### config.mk
export PLATFORM = sky130hd
export DESIGN_NAME = core_special_registers
export DESIGN_NICKNAME = d
export VERILOG_FILES = /design/src/rtl/core_special_registers.v /design/src/rtl/alu_flag_unit.v
export VERILOG_INCLUDE_DIRS = /design/src /design/src/rtl
export SDC_FILE = /design/constraint.sdc
export NUM_CORES = 1
export LEC_CHECK = 0
export ABC_AREA = 1
export BUFFER_PORTS_ARGS = -buffer_cell sky130_fd_sc_hd__buf_2
export CAP_MARGIN = 20
export CORE_ASPECT_RATIO = 1.5
export CORE_MARGIN = 5
export CORE_UTILIZATION = 49
export CTS_BUF_LIST = sky130_fd_sc_hd__clkbuf_2
export DETAILED_ROUTE_END_ITERATION = 6
export PLACE_DENSITY = 0.8
export REMOVE_ABC_BUFFERS = 1
export SLEW_MARGIN = 20
export SYNTH_ARGS = -nofsm -noshare
export SYNTH_HDL_FRONTEND = slang
export SYNTH_SLANG_ARGS = --single-unit
### constraint.sdc
create_clock -name core_clk -period 3.3 [get_ports core_clk]
set_input_delay 0.66 -clock core_clk [delete_from_list [all_inputs] [get_ports core_clk]]
set_output_delay 0.66 -clock core_clk [all_outputs]
set_load 0.05 [all_outputs]
### src/rtl/core_regs_map.vh
// constants for the core special-function register block
`ifndef CORE_REGS_MAP_VH
`define CORE_REGS_MAP_VH

// direct offsets of the special registers in sector zero
`define ADR_PORT_FIRST      8'h00
`define ADR_ZERO_POINTER    8'h01
`define ADR_PORT_SECOND     8'h02
`define ADR_PTR1_OFFSET     8'h03
`define ADR_PTR1_SECTOR     8'h04
`define ADR_PC_LOW          8'h06
`define ADR_TBL_LOW         8'h07
`define ADR_TBL_RESULT      8'h08
`define ADR_TBL_HIGH        8'h09
`define ADR_STATUS          8'h0a
`define ADR_PORT_THIRD      8'h0c
`define ADR_PTR2_OFFSET     8'h0d
`define ADR_PTR2_SECTOR     8'h0e

// status bit positions
`define ST_SC   7
`define ST_CZ   6
`define ST_TO   5
`define ST_PD   4
`define ST_OV   3
`define ST_Z    2
`define ST_AC   1
`define ST_C    0
`define STATUS_RESET     8'h00
`define STATUS_WR_MASK   8'hcf

// alu operation codes
`define OP_ADD  4'h0
`define OP_ADC  4'h1
`define OP_SUB  4'h2
`define OP_SBC  4'h3
`define OP_AND  4'h4
`define OP_OR   4'h5
`define OP_XOR  4'h6
`define OP_RLC  4'h7
`define OP_RRC  4'h8

// avalon register byte addresses
`define AV_STATUS    4'h0
`define AV_POINTERS  4'h4
`define AV_TABLE     4'h8
`define AV_CONTROL   4'hc
`define CONTROL_RESET 1'b0

`endif

### src/rtl/core_special_registers.v
// core special-function registers: indirect access, pc low, table, status
`timescale 1ns/1ns
`include "core_regs_map.vh"

module core_special_registers
#(
    parameter SECTOR_BITS = 3,
    parameter PC_BITS     = 13,
    parameter PROG_BITS   = 16
)
(
    // clock and reset
    input  wire                      core_clk,
    input  wire                      rst,
    // execution unit data access
    input  wire                      ex_valid,
    input  wire                      ex_write,
    input  wire [SECTOR_BITS+7:0]    ex_addr,
    input  wire [7:0]                ex_wdata,
    output wire [7:0]                ex_rdata,
    output wire                      ex_hold,
    // data memory
    output reg                       mem_valid,
    output reg                       mem_write,
    output reg  [SECTOR_BITS+7:0]    mem_addr,
    output reg  [7:0]                mem_wdata,
    input  wire [7:0]                mem_rdata,
    // alu result and flags
    input  wire                      alu_valid,
    input  wire [3:0]                alu_op,
    input  wire [7:0]                alu_a,
    input  wire [7:0]                alu_b,
    output wire [7:0]                alu_result,
    output wire [7:0]                status,
    // system events
    input  wire                      halt_exec,
    input  wire                      watchdog_clear_instruction,
    input  wire                      watchdog_timer_expired,
    // program counter
    input  wire [PC_BITS-1:0]        pc_now,
    output reg                       pcl_jump,
    output reg  [PC_BITS-1:0]        pcl_target,
    // table read
    input  wire                      tbl_read,
    output reg                       prog_rd,
    output wire [15:0]               prog_addr,
    input  wire [PROG_BITS-1:0]      prog_data,
    output reg                       tbl_done,
    output reg  [7:0]                tbl_low,
    // avalon-mm slave
    input  wire [3:0]                avs_address,
    input  wire                      avs_read,
    input  wire                      avs_write,
    input  wire [31:0]               avs_writedata,
    input  wire [3:0]                avs_byteenable,
    output reg  [31:0]               avs_readdata,
    output wire                      avs_waitrequest
);

    // ==========================================================
    // storage
    // ==========================================================
    reg [7:0]  sector_zero_pointer_q;
    reg [7:0]  pointer_one_offset_q;
    reg [7:0]  pointer_one_sector_q;
    reg [7:0]  pointer_two_offset_q;
    reg [7:0]  pointer_two_sector_q;
    reg [7:0]  table_pointer_low_q;
    reg [7:0]  table_pointer_high_q;
    reg [7:0]  table_result_high_q;
    reg [7:0]  status_q;
    reg [7:0]  status_d;
    reg        hold_q;
    reg        tbl_wait_q;
    reg [7:0]  local_rdata_q;
    reg        rd_from_mem_q;
    reg        av_ack_q;
    reg        self_ref;

    // ==========================================================
    // address decode
    // ==========================================================
    wire [SECTOR_BITS-1:0] ex_sector = ex_addr[SECTOR_BITS+7:8];
    wire [7:0]             ex_off    = ex_addr[7:0];
    wire                   in_zero   = (ex_sector == {SECTOR_BITS{1'b0}});

    wire hit_p0   = in_zero && (ex_off == `ADR_PORT_FIRST);
    wire hit_p1   = in_zero && (ex_off == `ADR_PORT_SECOND);
    wire hit_p2   = in_zero && (ex_off == `ADR_PORT_THIRD);
    wire hit_mp0  = in_zero && (ex_off == `ADR_ZERO_POINTER);
    wire hit_m1l  = in_zero && (ex_off == `ADR_PTR1_OFFSET);
    wire hit_m1h  = in_zero && (ex_off == `ADR_PTR1_SECTOR);
    wire hit_m2l  = in_zero && (ex_off == `ADR_PTR2_OFFSET);
    wire hit_m2h  = in_zero && (ex_off == `ADR_PTR2_SECTOR);
    wire hit_pcl  = in_zero && (ex_off == `ADR_PC_LOW);
    wire hit_tbl  = in_zero && (ex_off == `ADR_TBL_LOW);
    wire hit_tbh  = in_zero && (ex_off == `ADR_TBL_HIGH);
    wire hit_tbr  = in_zero && (ex_off == `ADR_TBL_RESULT);
    wire hit_st   = in_zero && (ex_off == `ADR_STATUS);
    wire hit_local = hit_mp0 | hit_m1l | hit_m1h | hit_m2l | hit_m2h |
                     hit_pcl | hit_tbl | hit_tbh | hit_tbr | hit_st;
    wire hit_port  = hit_p0 | hit_p1 | hit_p2;

    // ==========================================================
    // data memory redirection
    // ==========================================================
    // one access per cycle, so no direct register to register move
    // single operand access
    always @*
    begin
        mem_valid = ex_valid && !hit_local && !hold_q;
        mem_write = ex_write;
        mem_wdata = ex_wdata;
        mem_addr  = ex_addr;
        if (hit_p0)
            // first port fixed to sector zero
            mem_addr = {{SECTOR_BITS{1'b0}}, sector_zero_pointer_q};
        else if (hit_p1)
            mem_addr = {pointer_one_sector_q[SECTOR_BITS-1:0],
                        pointer_one_offset_q};
        else if (hit_p2)
            mem_addr = {pointer_two_sector_q[SECTOR_BITS-1:0],
                        pointer_two_offset_q};
        // extended address passes sector and offset as given
        else
            mem_addr = ex_addr;
        // a port aimed at a port holds nothing, access dropped
        self_ref = hit_port &&
                   (mem_addr[SECTOR_BITS+7:8] == {SECTOR_BITS{1'b0}}) &&
                   ((mem_addr[7:0] == `ADR_PORT_FIRST) ||
                    (mem_addr[7:0] == `ADR_PORT_SECOND) ||
                    (mem_addr[7:0] == `ADR_PORT_THIRD));
        if (self_ref)
            mem_valid = 1'b0;
    end

    // ==========================================================
    // read path
    // ==========================================================
    always @(posedge core_clk)
    begin
        if (rst)
        begin
            local_rdata_q <= 8'h00;
            rd_from_mem_q <= 1'b0;
        end
        else if (ex_valid && !ex_write)
        begin
            rd_from_mem_q <= !hit_local && !self_ref;
            case (1'b1)
                hit_mp0: local_rdata_q <= sector_zero_pointer_q;
                hit_m1l: local_rdata_q <= pointer_one_offset_q;
                hit_m1h: local_rdata_q <= pointer_one_sector_q;
                hit_m2l: local_rdata_q <= pointer_two_offset_q;
                hit_m2h: local_rdata_q <= pointer_two_sector_q;
                hit_pcl: local_rdata_q <= pc_now[7:0];
                hit_tbl: local_rdata_q <= table_pointer_low_q;
                hit_tbh: local_rdata_q <= table_pointer_high_q;
                hit_tbr: local_rdata_q <= table_result_high_q;
                hit_st:  local_rdata_q <= status_q;
                default: local_rdata_q <= 8'h00;
            endcase
        end
    end

    assign ex_rdata = rd_from_mem_q ? mem_rdata : local_rdata_q;
    assign ex_hold  = hold_q | tbl_wait_q;

    // ==========================================================
    // pointer and table registers
    // ==========================================================
    wire ex_wr = ex_valid && ex_write && !hold_q;

    always @(posedge core_clk)
    begin
        if (rst)
        begin
            sector_zero_pointer_q <= 8'h00;
            pointer_one_offset_q  <= 8'h00;
            pointer_one_sector_q  <= 8'h00;
            pointer_two_offset_q  <= 8'h00;
            pointer_two_sector_q  <= 8'h00;
            table_pointer_low_q   <= 8'h00;
            table_pointer_high_q  <= 8'h00;
        end
        else if (ex_wr)
        begin
            if (hit_mp0)
                sector_zero_pointer_q <= ex_wdata;
            if (hit_m1l)
                pointer_one_offset_q <= ex_wdata;
            if (hit_m1h)
                pointer_one_sector_q <= ex_wdata;
            if (hit_m2l)
                pointer_two_offset_q <= ex_wdata;
            if (hit_m2h)
                pointer_two_sector_q <= ex_wdata;
            if (hit_tbl)
                table_pointer_low_q <= ex_wdata;
            if (hit_tbh)
                table_pointer_high_q <= ex_wdata;
        end
    end

    // port writes reach memory only, no local storage
    // fetch word, split high and low bytes
    assign prog_addr = {table_pointer_high_q, table_pointer_low_q};

    always @(posedge core_clk)
    begin
        if (rst)
        begin
            prog_rd             <= 1'b0;
            tbl_wait_q          <= 1'b0;
            tbl_done            <= 1'b0;
            tbl_low             <= 8'h00;
            table_result_high_q <= 8'h00;
        end
        else
        begin
            prog_rd  <= tbl_read && !tbl_wait_q;
            tbl_done <= 1'b0;
            if (tbl_read && !tbl_wait_q)
                tbl_wait_q <= 1'b1;
            else if (tbl_wait_q && !prog_rd)
            begin
                tbl_wait_q          <= 1'b0;
                tbl_done            <= 1'b1;
                tbl_low             <= prog_data[7:0];
                table_result_high_q <= prog_data[PROG_BITS-1:8];
            end
        end
    end

    // ==========================================================
    // program counter low byte
    // ==========================================================
    // low byte replaced, page kept
    always @(posedge core_clk)
    begin
        if (rst)
        begin
            pcl_jump   <= 1'b0;
            pcl_target <= {PC_BITS{1'b0}};
            hold_q     <= 1'b0;
        end
        else
        begin
            pcl_jump <= ex_wr && hit_pcl;
            hold_q   <= ex_wr && hit_pcl;
            if (ex_wr && hit_pcl)
                pcl_target <= {pc_now[PC_BITS-1:8], ex_wdata};
        end
    end

    // ==========================================================
    // status flags
    // ==========================================================
    wire [7:0] f_res;
    wire       f_c;
    wire       f_ac;
    wire       f_z;
    wire       f_ov;
    wire       f_sc;
    wire       f_cz;
    wire       f_arith;
    wire       f_upd_c;
    wire       f_upd_z;

    alu_flag_unit u_flags
    (
        .op        (alu_op),
        .a         (alu_a),
        .b         (alu_b),
        .c_in      (status_q[`ST_C]),
        .cz_in     (status_q[`ST_CZ]),
        .result    (f_res),
        .c_out     (f_c),
        .ac_out    (f_ac),
        .z_out     (f_z),
        .ov_out    (f_ov),
        .sc_out    (f_sc),
        .cz_out    (f_cz),
        .upd_arith (f_arith),
        .upd_c     (f_upd_c),
        .upd_z     (f_upd_z)
    );

    assign alu_result = f_res;
    assign status     = status_q;

    // avalon control: bit0 freezes flag writes from the avalon path, core writes still land
    reg        av_status_lock_q;
    wire       av_wr_st = avs_write && av_ack_q &&
                          (avs_address == `AV_STATUS) && avs_byteenable[0];

    always @*
    begin
        status_d = status_q;
        // writes keep power-down and watchdog bits
        if (ex_wr && hit_st)
            status_d = (status_q & ~`STATUS_WR_MASK) |
                       (ex_wdata & `STATUS_WR_MASK);
        else if (av_wr_st && !av_status_lock_q)
            status_d = (status_q & ~`STATUS_WR_MASK) |
                       (avs_writedata[7:0] & `STATUS_WR_MASK);
        if (alu_valid)
        begin
            if (f_upd_c)
                status_d[`ST_C] = f_c;
            if (f_upd_z)
                status_d[`ST_Z] = f_z;
            if (f_arith)
            begin
                status_d[`ST_AC] = f_ac;
                status_d[`ST_OV] = f_ov;
                status_d[`ST_SC] = f_sc;
            end
            status_d[`ST_CZ] = f_cz;
        end
        if (watchdog_clear_instruction)
            status_d[`ST_PD] = 1'b0;
        else if (halt_exec)
            status_d[`ST_PD] = 1'b1;
        if (watchdog_timer_expired)
            status_d[`ST_TO] = 1'b1;
        else if (watchdog_clear_instruction || halt_exec)
            status_d[`ST_TO] = 1'b0;
    end

    // status only changes here, never stacked
    always @(posedge core_clk)
    begin
        if (rst)
            status_q <= `STATUS_RESET;
        else
            status_q <= status_d;
    end

    // ==========================================================
    // avalon-mm slave, one wait state on every access
    // ==========================================================
    assign avs_waitrequest = (avs_read || avs_write) && !av_ack_q;

    always @(posedge core_clk)
    begin
        if (rst)
        begin
            av_ack_q         <= 1'b0;
            avs_readdata     <= 32'h0000_0000;
            av_status_lock_q <= `CONTROL_RESET;
        end
        else
        begin
            av_ack_q <= (avs_read || avs_write) && !av_ack_q;
            if (avs_write && av_ack_q &&
                avs_address == `AV_CONTROL && avs_byteenable[0])
                av_status_lock_q <= avs_writedata[0];
            if (avs_read && !av_ack_q)
            begin
                case (avs_address)
                    `AV_STATUS:   avs_readdata <= {24'h00_0000, status_q};
                    `AV_POINTERS: avs_readdata <= {pointer_two_offset_q,
                                                   pointer_one_sector_q,
                                                   pointer_one_offset_q,
                                                   sector_zero_pointer_q};
                    `AV_TABLE:    avs_readdata <= {8'h00,
                                                   table_result_high_q,
                                                   table_pointer_high_q,
                                                   table_pointer_low_q};
                    `AV_CONTROL:  avs_readdata <= {31'h0000_0000,
                                                   av_status_lock_q};
                    default:      avs_readdata <= 32'h0000_0000;
                endcase
            end
        end
    end

endmodule

### src/rtl/alu_flag_unit.v
// flag computation for one alu operation
`timescale 1ns/1ns
`include "core_regs_map.vh"

module alu_flag_unit
(
    // operation
    input  wire [3:0] op,
    input  wire [7:0] a,
    input  wire [7:0] b,
    input  wire       c_in,
    input  wire       cz_in,
    // results
    output reg  [7:0] result,
    output reg        c_out,
    output reg        ac_out,
    output reg        z_out,
    output reg        ov_out,
    output reg        sc_out,
    output reg        cz_out,
    output reg        upd_arith,
    output reg        upd_c,
    output reg        upd_z
);

    reg [7:0] bb;
    reg       ci;
    reg [8:0] sum;
    reg [4:0] nib;
    reg [7:0] low7;
    reg       sub;

    always @*
    begin
        sub  = (op == `OP_SUB) || (op == `OP_SBC);
        // subtraction as a plus not-b plus one (sbc: plus carry in), carry then means no borrow
        bb   = sub ? ~b : b;
        case (op)
            `OP_ADC, `OP_SBC: ci = c_in;
            `OP_SUB:          ci = 1'b1;
            default:          ci = 1'b0;
        endcase
        sum  = {1'b0, a} + {1'b0, bb} + {8'h00, ci};
        nib  = {1'b0, a[3:0]} + {1'b0, bb[3:0]} + {4'h0, ci};
        low7 = {1'b0, a[6:0]} + {1'b0, bb[6:0]} + {7'h00, ci};
        result    = sum[7:0];
        c_out     = sum[8];
        ac_out    = nib[4];
        // carry in vs out of top bit
        ov_out    = low7[7] ^ sum[8];
        upd_arith = 1'b1;
        upd_c     = 1'b1;
        upd_z     = 1'b1;
        cz_out    = cz_in;
        case (op)
            `OP_AND: result = a & b;
            `OP_OR:  result = a | b;
            `OP_XOR: result = a ^ b;
            `OP_RLC:
            begin
                result = {a[6:0], c_in};
                c_out  = a[7];
            end
            `OP_RRC:
            begin
                result = {c_in, a[7:1]};
                c_out  = a[0];
            end
            default: result = sum[7:0];
        endcase
        if (op > `OP_SBC)
            upd_arith = 1'b0;
        if (op == `OP_AND || op == `OP_OR || op == `OP_XOR)
            upd_c = 1'b0;
        if (op == `OP_RLC || op == `OP_RRC)
            upd_z = 1'b0;
        z_out  = (result == 8'h00);
        sc_out = ov_out ^ result[7];
        if (op == `OP_SUB)
            cz_out = z_out;
        else if (op == `OP_SBC)
            cz_out = cz_in & z_out;
        else
            cz_out = cz_in;
    end

endmodule

==> results.tsv <==
stage	metric	value	unit
outcome	status	finished, violations left	
outcome	violations	negative setup slack	
final_layout	layout.nets	1605	
sta	skew	30.3	ps
floorplanning	dieArea	0.0193	mm^2
worst_setup_path	crit_path_start_kind	register	
final_layout	final_area	0.00998	mm^2
min_path	hold_class	in -> reg	
floorplanning	rows	57	
drt	drcViolationCount	0	
cts	hold_buffers	0	
worst_setup_path	worstPathRequired	2640	ps
floorplanning	io_pins	246	
global_route	grt_pass1_wl	44800	um
sta	clock.fmax	290	MHz
synthesis	synth_top_area_cell	dfxtp_1	
sta	worstMarginPinSlew	969	ps
floorplanning	initial_core_util	0.499	
synthesis	synth_area	0.00812	mm^2
worst_setup_path	end_kind	output pin	
synthesis	ys_ff_latch	140	
sta	setup_ws	-149	ps
drt	drtIter0Drc	731	
synthesis	synth_area_leaders	dfxtp_1 35%, nand2_1 11%, inv_1 8.3%, a21oi_1 8.1%, o21ai_0 7.9%	
placed_design	port_buffers	216	
synthesis	synth_edf_count	0	
placed_design	placed_area	0.00950	mm^2
worst_setup_path	path_class	reg -> out	
synthesis	netlist-cell-type-count	44	
floorplanning	dieWidth	115	um
worst_setup_path	path_common_cell	nand2_1	
worst_setup_path	crit_path_max_fanout	2	
power_and_ir_drop	power	3.71	mW
power_and_ir_drop	irDropWorstVdd	0.273	mV
sta	finalSetupViolations	3	
sta	maxSlewViolCount	0	
drt	wl	29700	um
cts	cts.htree.levels	4	
drt	ant_nets	0	
placed_design	globalplace.congestion	0.967	
synthesis	synth_most_common_cell	nand2_1	
global_route	grt_pass1_vias	8549	
global_route	grt_max_degree	85	
cts	cts_tree	done	
synthesis	synth_ff_type	dfxtp_1	
cts	clock_latency	710	ps
synthesis	seq_area_frac_synth	0.345	
cts	cts_root_buf	clkbuf_2	
sta	final-hold-violation-count	0	
synthesis	syn_area_per_cell	6.65	um^2
synthesis	synth_cells	1220	
sta	rsz0062_at_grt	yes	
sta	fin_crit	3450	ps
final_layout	area_delta_synth_final	22.9	%
floorplanning	core_region_area	0.0163	mm^2
cts	cts_buffer_depth	2	
synthesis	synth_top_cells_by_count	248 x nand2_1, 180 x inv_1, 140 x dfxtp_1	
worst_setup_path	crit_chain	o211ai_1, fa_2, inv_2, fa_2, buf_6, nand4_1, nand3_1, nand2_2, nand2_1, nand2_1, nand2_1, inv_1, buf_6	
worst_setup_path	crit_path_top_delay_cell	dfxtp_2	
worst_setup_path	slowest_delay	370	ps
run	cap_viol_max_count	0	
sta	timing.final.crit_share	1.05	
drt	avgRoutedWirePerCell	17.8	um
cts	path_clk_slew	220	ps
final_layout	final_core_util	0.613	
cts	numCtsBuffers	17	
sta	slew-limit-headroom	0.351	
global_route	antenna_found_initial	1	
worst_setup_path	arrival	2790	ps
power_and_ir_drop	power_per_cell_area	372	mW/mm^2
cts	cts.sink_count	140	
synthesis	synthArstFlopShare	0	
synthesis	yosys_warnings	0	
synthesis	synth_top_area_frac	0.345	
final_layout	drive_gt1_frac	0.258	
global_route	gr-total-overflow	0	
power_and_ir_drop	p_leak	4.61	nW
drt	via_per_inst	5.42	
global_route	grt_use_total	0.298	
drt	vias	9069	
placed_design	hpwl	22900	um
drt	drt-pass1-iter-count	6	
floorplanning	die_y	168	um
what timing repair did:
item                       4_1_cts  5_1_grt
gates cloned                     0        0
setup buffers                   10        3
setup endpoints to repair        7       11
gates resized for setup         20       31
pin swaps                        6       16
metal layers:
metal / track usage / wire length [um]
met5: 0 / 0
met4: 0.186 / 2000
met3: 0.0462 / 1910
met2: 0.538 / 15300
met1: 0.314 / 10500
power by group:
group | switching [mW] | internal [mW] | total, mW
logic | 0.628 | 0.306 | 0.934
registers | 0.0233 | 1.72 | 1.75
clock network | 0.672 | 0.354 | 1.03
total | 1.32 | 2.38 | 3.71
through the flow:
stage                     hold slack (ps)  worst slack (ps)  TNS, ps  cells
after global placement                422              -181     -539   1629
after CTS                            46.1              -187     -497   1670
final                                83.9              -149     -337   1672
after floorplan                       413              -226     -519   1169
after detailed placement              431              -192     -508   1629
after global routing                 54.8              -297     -845   1672
critical path, delay by kind of cell, from the launching register on:
kind | cells | cell delay, ps
buf+inv | 4 | 390
compound gates | 1 | 240
simple gates | 6 | 460
flops | 1 | 370
fa+ha+maj | 2 | 610
final timing paths:
kind                                            startpoint                    endpoint  slack (ps)  cells past startpoint
worst max-delay path                  status[0]$_SDFF_PP0_               alu_result[6]        -150                     13
worst min-delay path            watchdog_clear_instruction      status[4]$_SDFFE_PP0P_          80                      2
worst max register to register        status[0]$_SDFF_PP0_        status[7]$_SDFF_PP0_         170                     23
worst min register to register  pcl_target[8]$_SDFFE_PP0P_  pcl_target[8]$_SDFFE_PP0P_         460                      2
registers in the layout, summed over array words and instances (netlist names), 8 cells and up:
| name | count |
|---|---|
| pointer_one_sector_q | 8 |
| pointer_two_sector_q | 8 |
| local_rdata_q | 8 |
| pointer_one_offset_q | 8 |
| sector_zero_pointer_q | 8 |
| avs_readdata | 32 |
| table_pointer_low_q | 8 |
| status | 8 |
| pcl_target | 13 |
| tbl_low | 8 |
| table_pointer_high_q | 8 |
| pointer_two_offset_q | 8 |
| table_result_high_q | 8 |
layout by cell type (no fill, tap or decap), types with 3 or more instances in the layout:
| master | count |
|---|---|
| clkinv_4 | 3 |
| nor3_1 | 17 |
| nor3_2 | 4 |
| ha_1 | 22 |
| nand3_4 | 3 |
| buf_6 | 7 |
| nand2_4 | 3 |
| clkinv_2 | 3 |
| nor2_2 | 10 |
| or2_2 | 3 |
| o21bai_1 | 3 |
| buf_2 | 209 |
| dfxtp_1 | 139 |
| nand2_2 | 16 |
| xor2_1 | 10 |
| buf_4 | 47 |
| nand2_1 | 241 |
| clkinv_1 | 3 |
| a221oi_1 | 3 |
| nor2_1 | 84 |
| o21ai_0 | 127 |
| a31oi_1 | 6 |
| o21ai_1 | 9 |
| o22ai_1 | 24 |
| clkbuf_2 | 18 |
| o211ai_1 | 3 |
| nand3_1 | 62 |
| inv_2 | 14 |
| o221ai_1 | 6 |
| mux2_2 | 8 |
| nand4_1 | 13 |
| nor2_4 | 8 |
| inv_1 | 175 |
| a21oi_1 | 130 |
| nor4_1 | 4 |
layout make-up:
type,instances,area (um^2)
fill,1570,6280
multi-input combinational,837,4440
sequential,140,2800
timing repair buffer,265,1510
inverter,192,722
tap,206,258
clock inverter,13,144
clock buffer,18,90.1
antenna,1,2.50
logic make-up (layout without fill, tap and decap cells):
group | count (synthesis) | in the layout | share of synthesized area
multiplexers | 8 | 8 | 0.0111
other | 0 | 1 | 0
AO/OA/AOI/OAI | 320 | 320 | 0.211
AND/OR/NAND/NOR | 473 | 473 | 0.260
flip-flops | 140 | 140 | 0.345
adder cells (fa/ha/maj) | 25 | 25 | 0.0404
XOR/XNOR | 11 | 11 | 0.0119
buffers and inverters | 243 | 488 | 0.121
No activity file was read; power rests on OpenSTA's default activity.
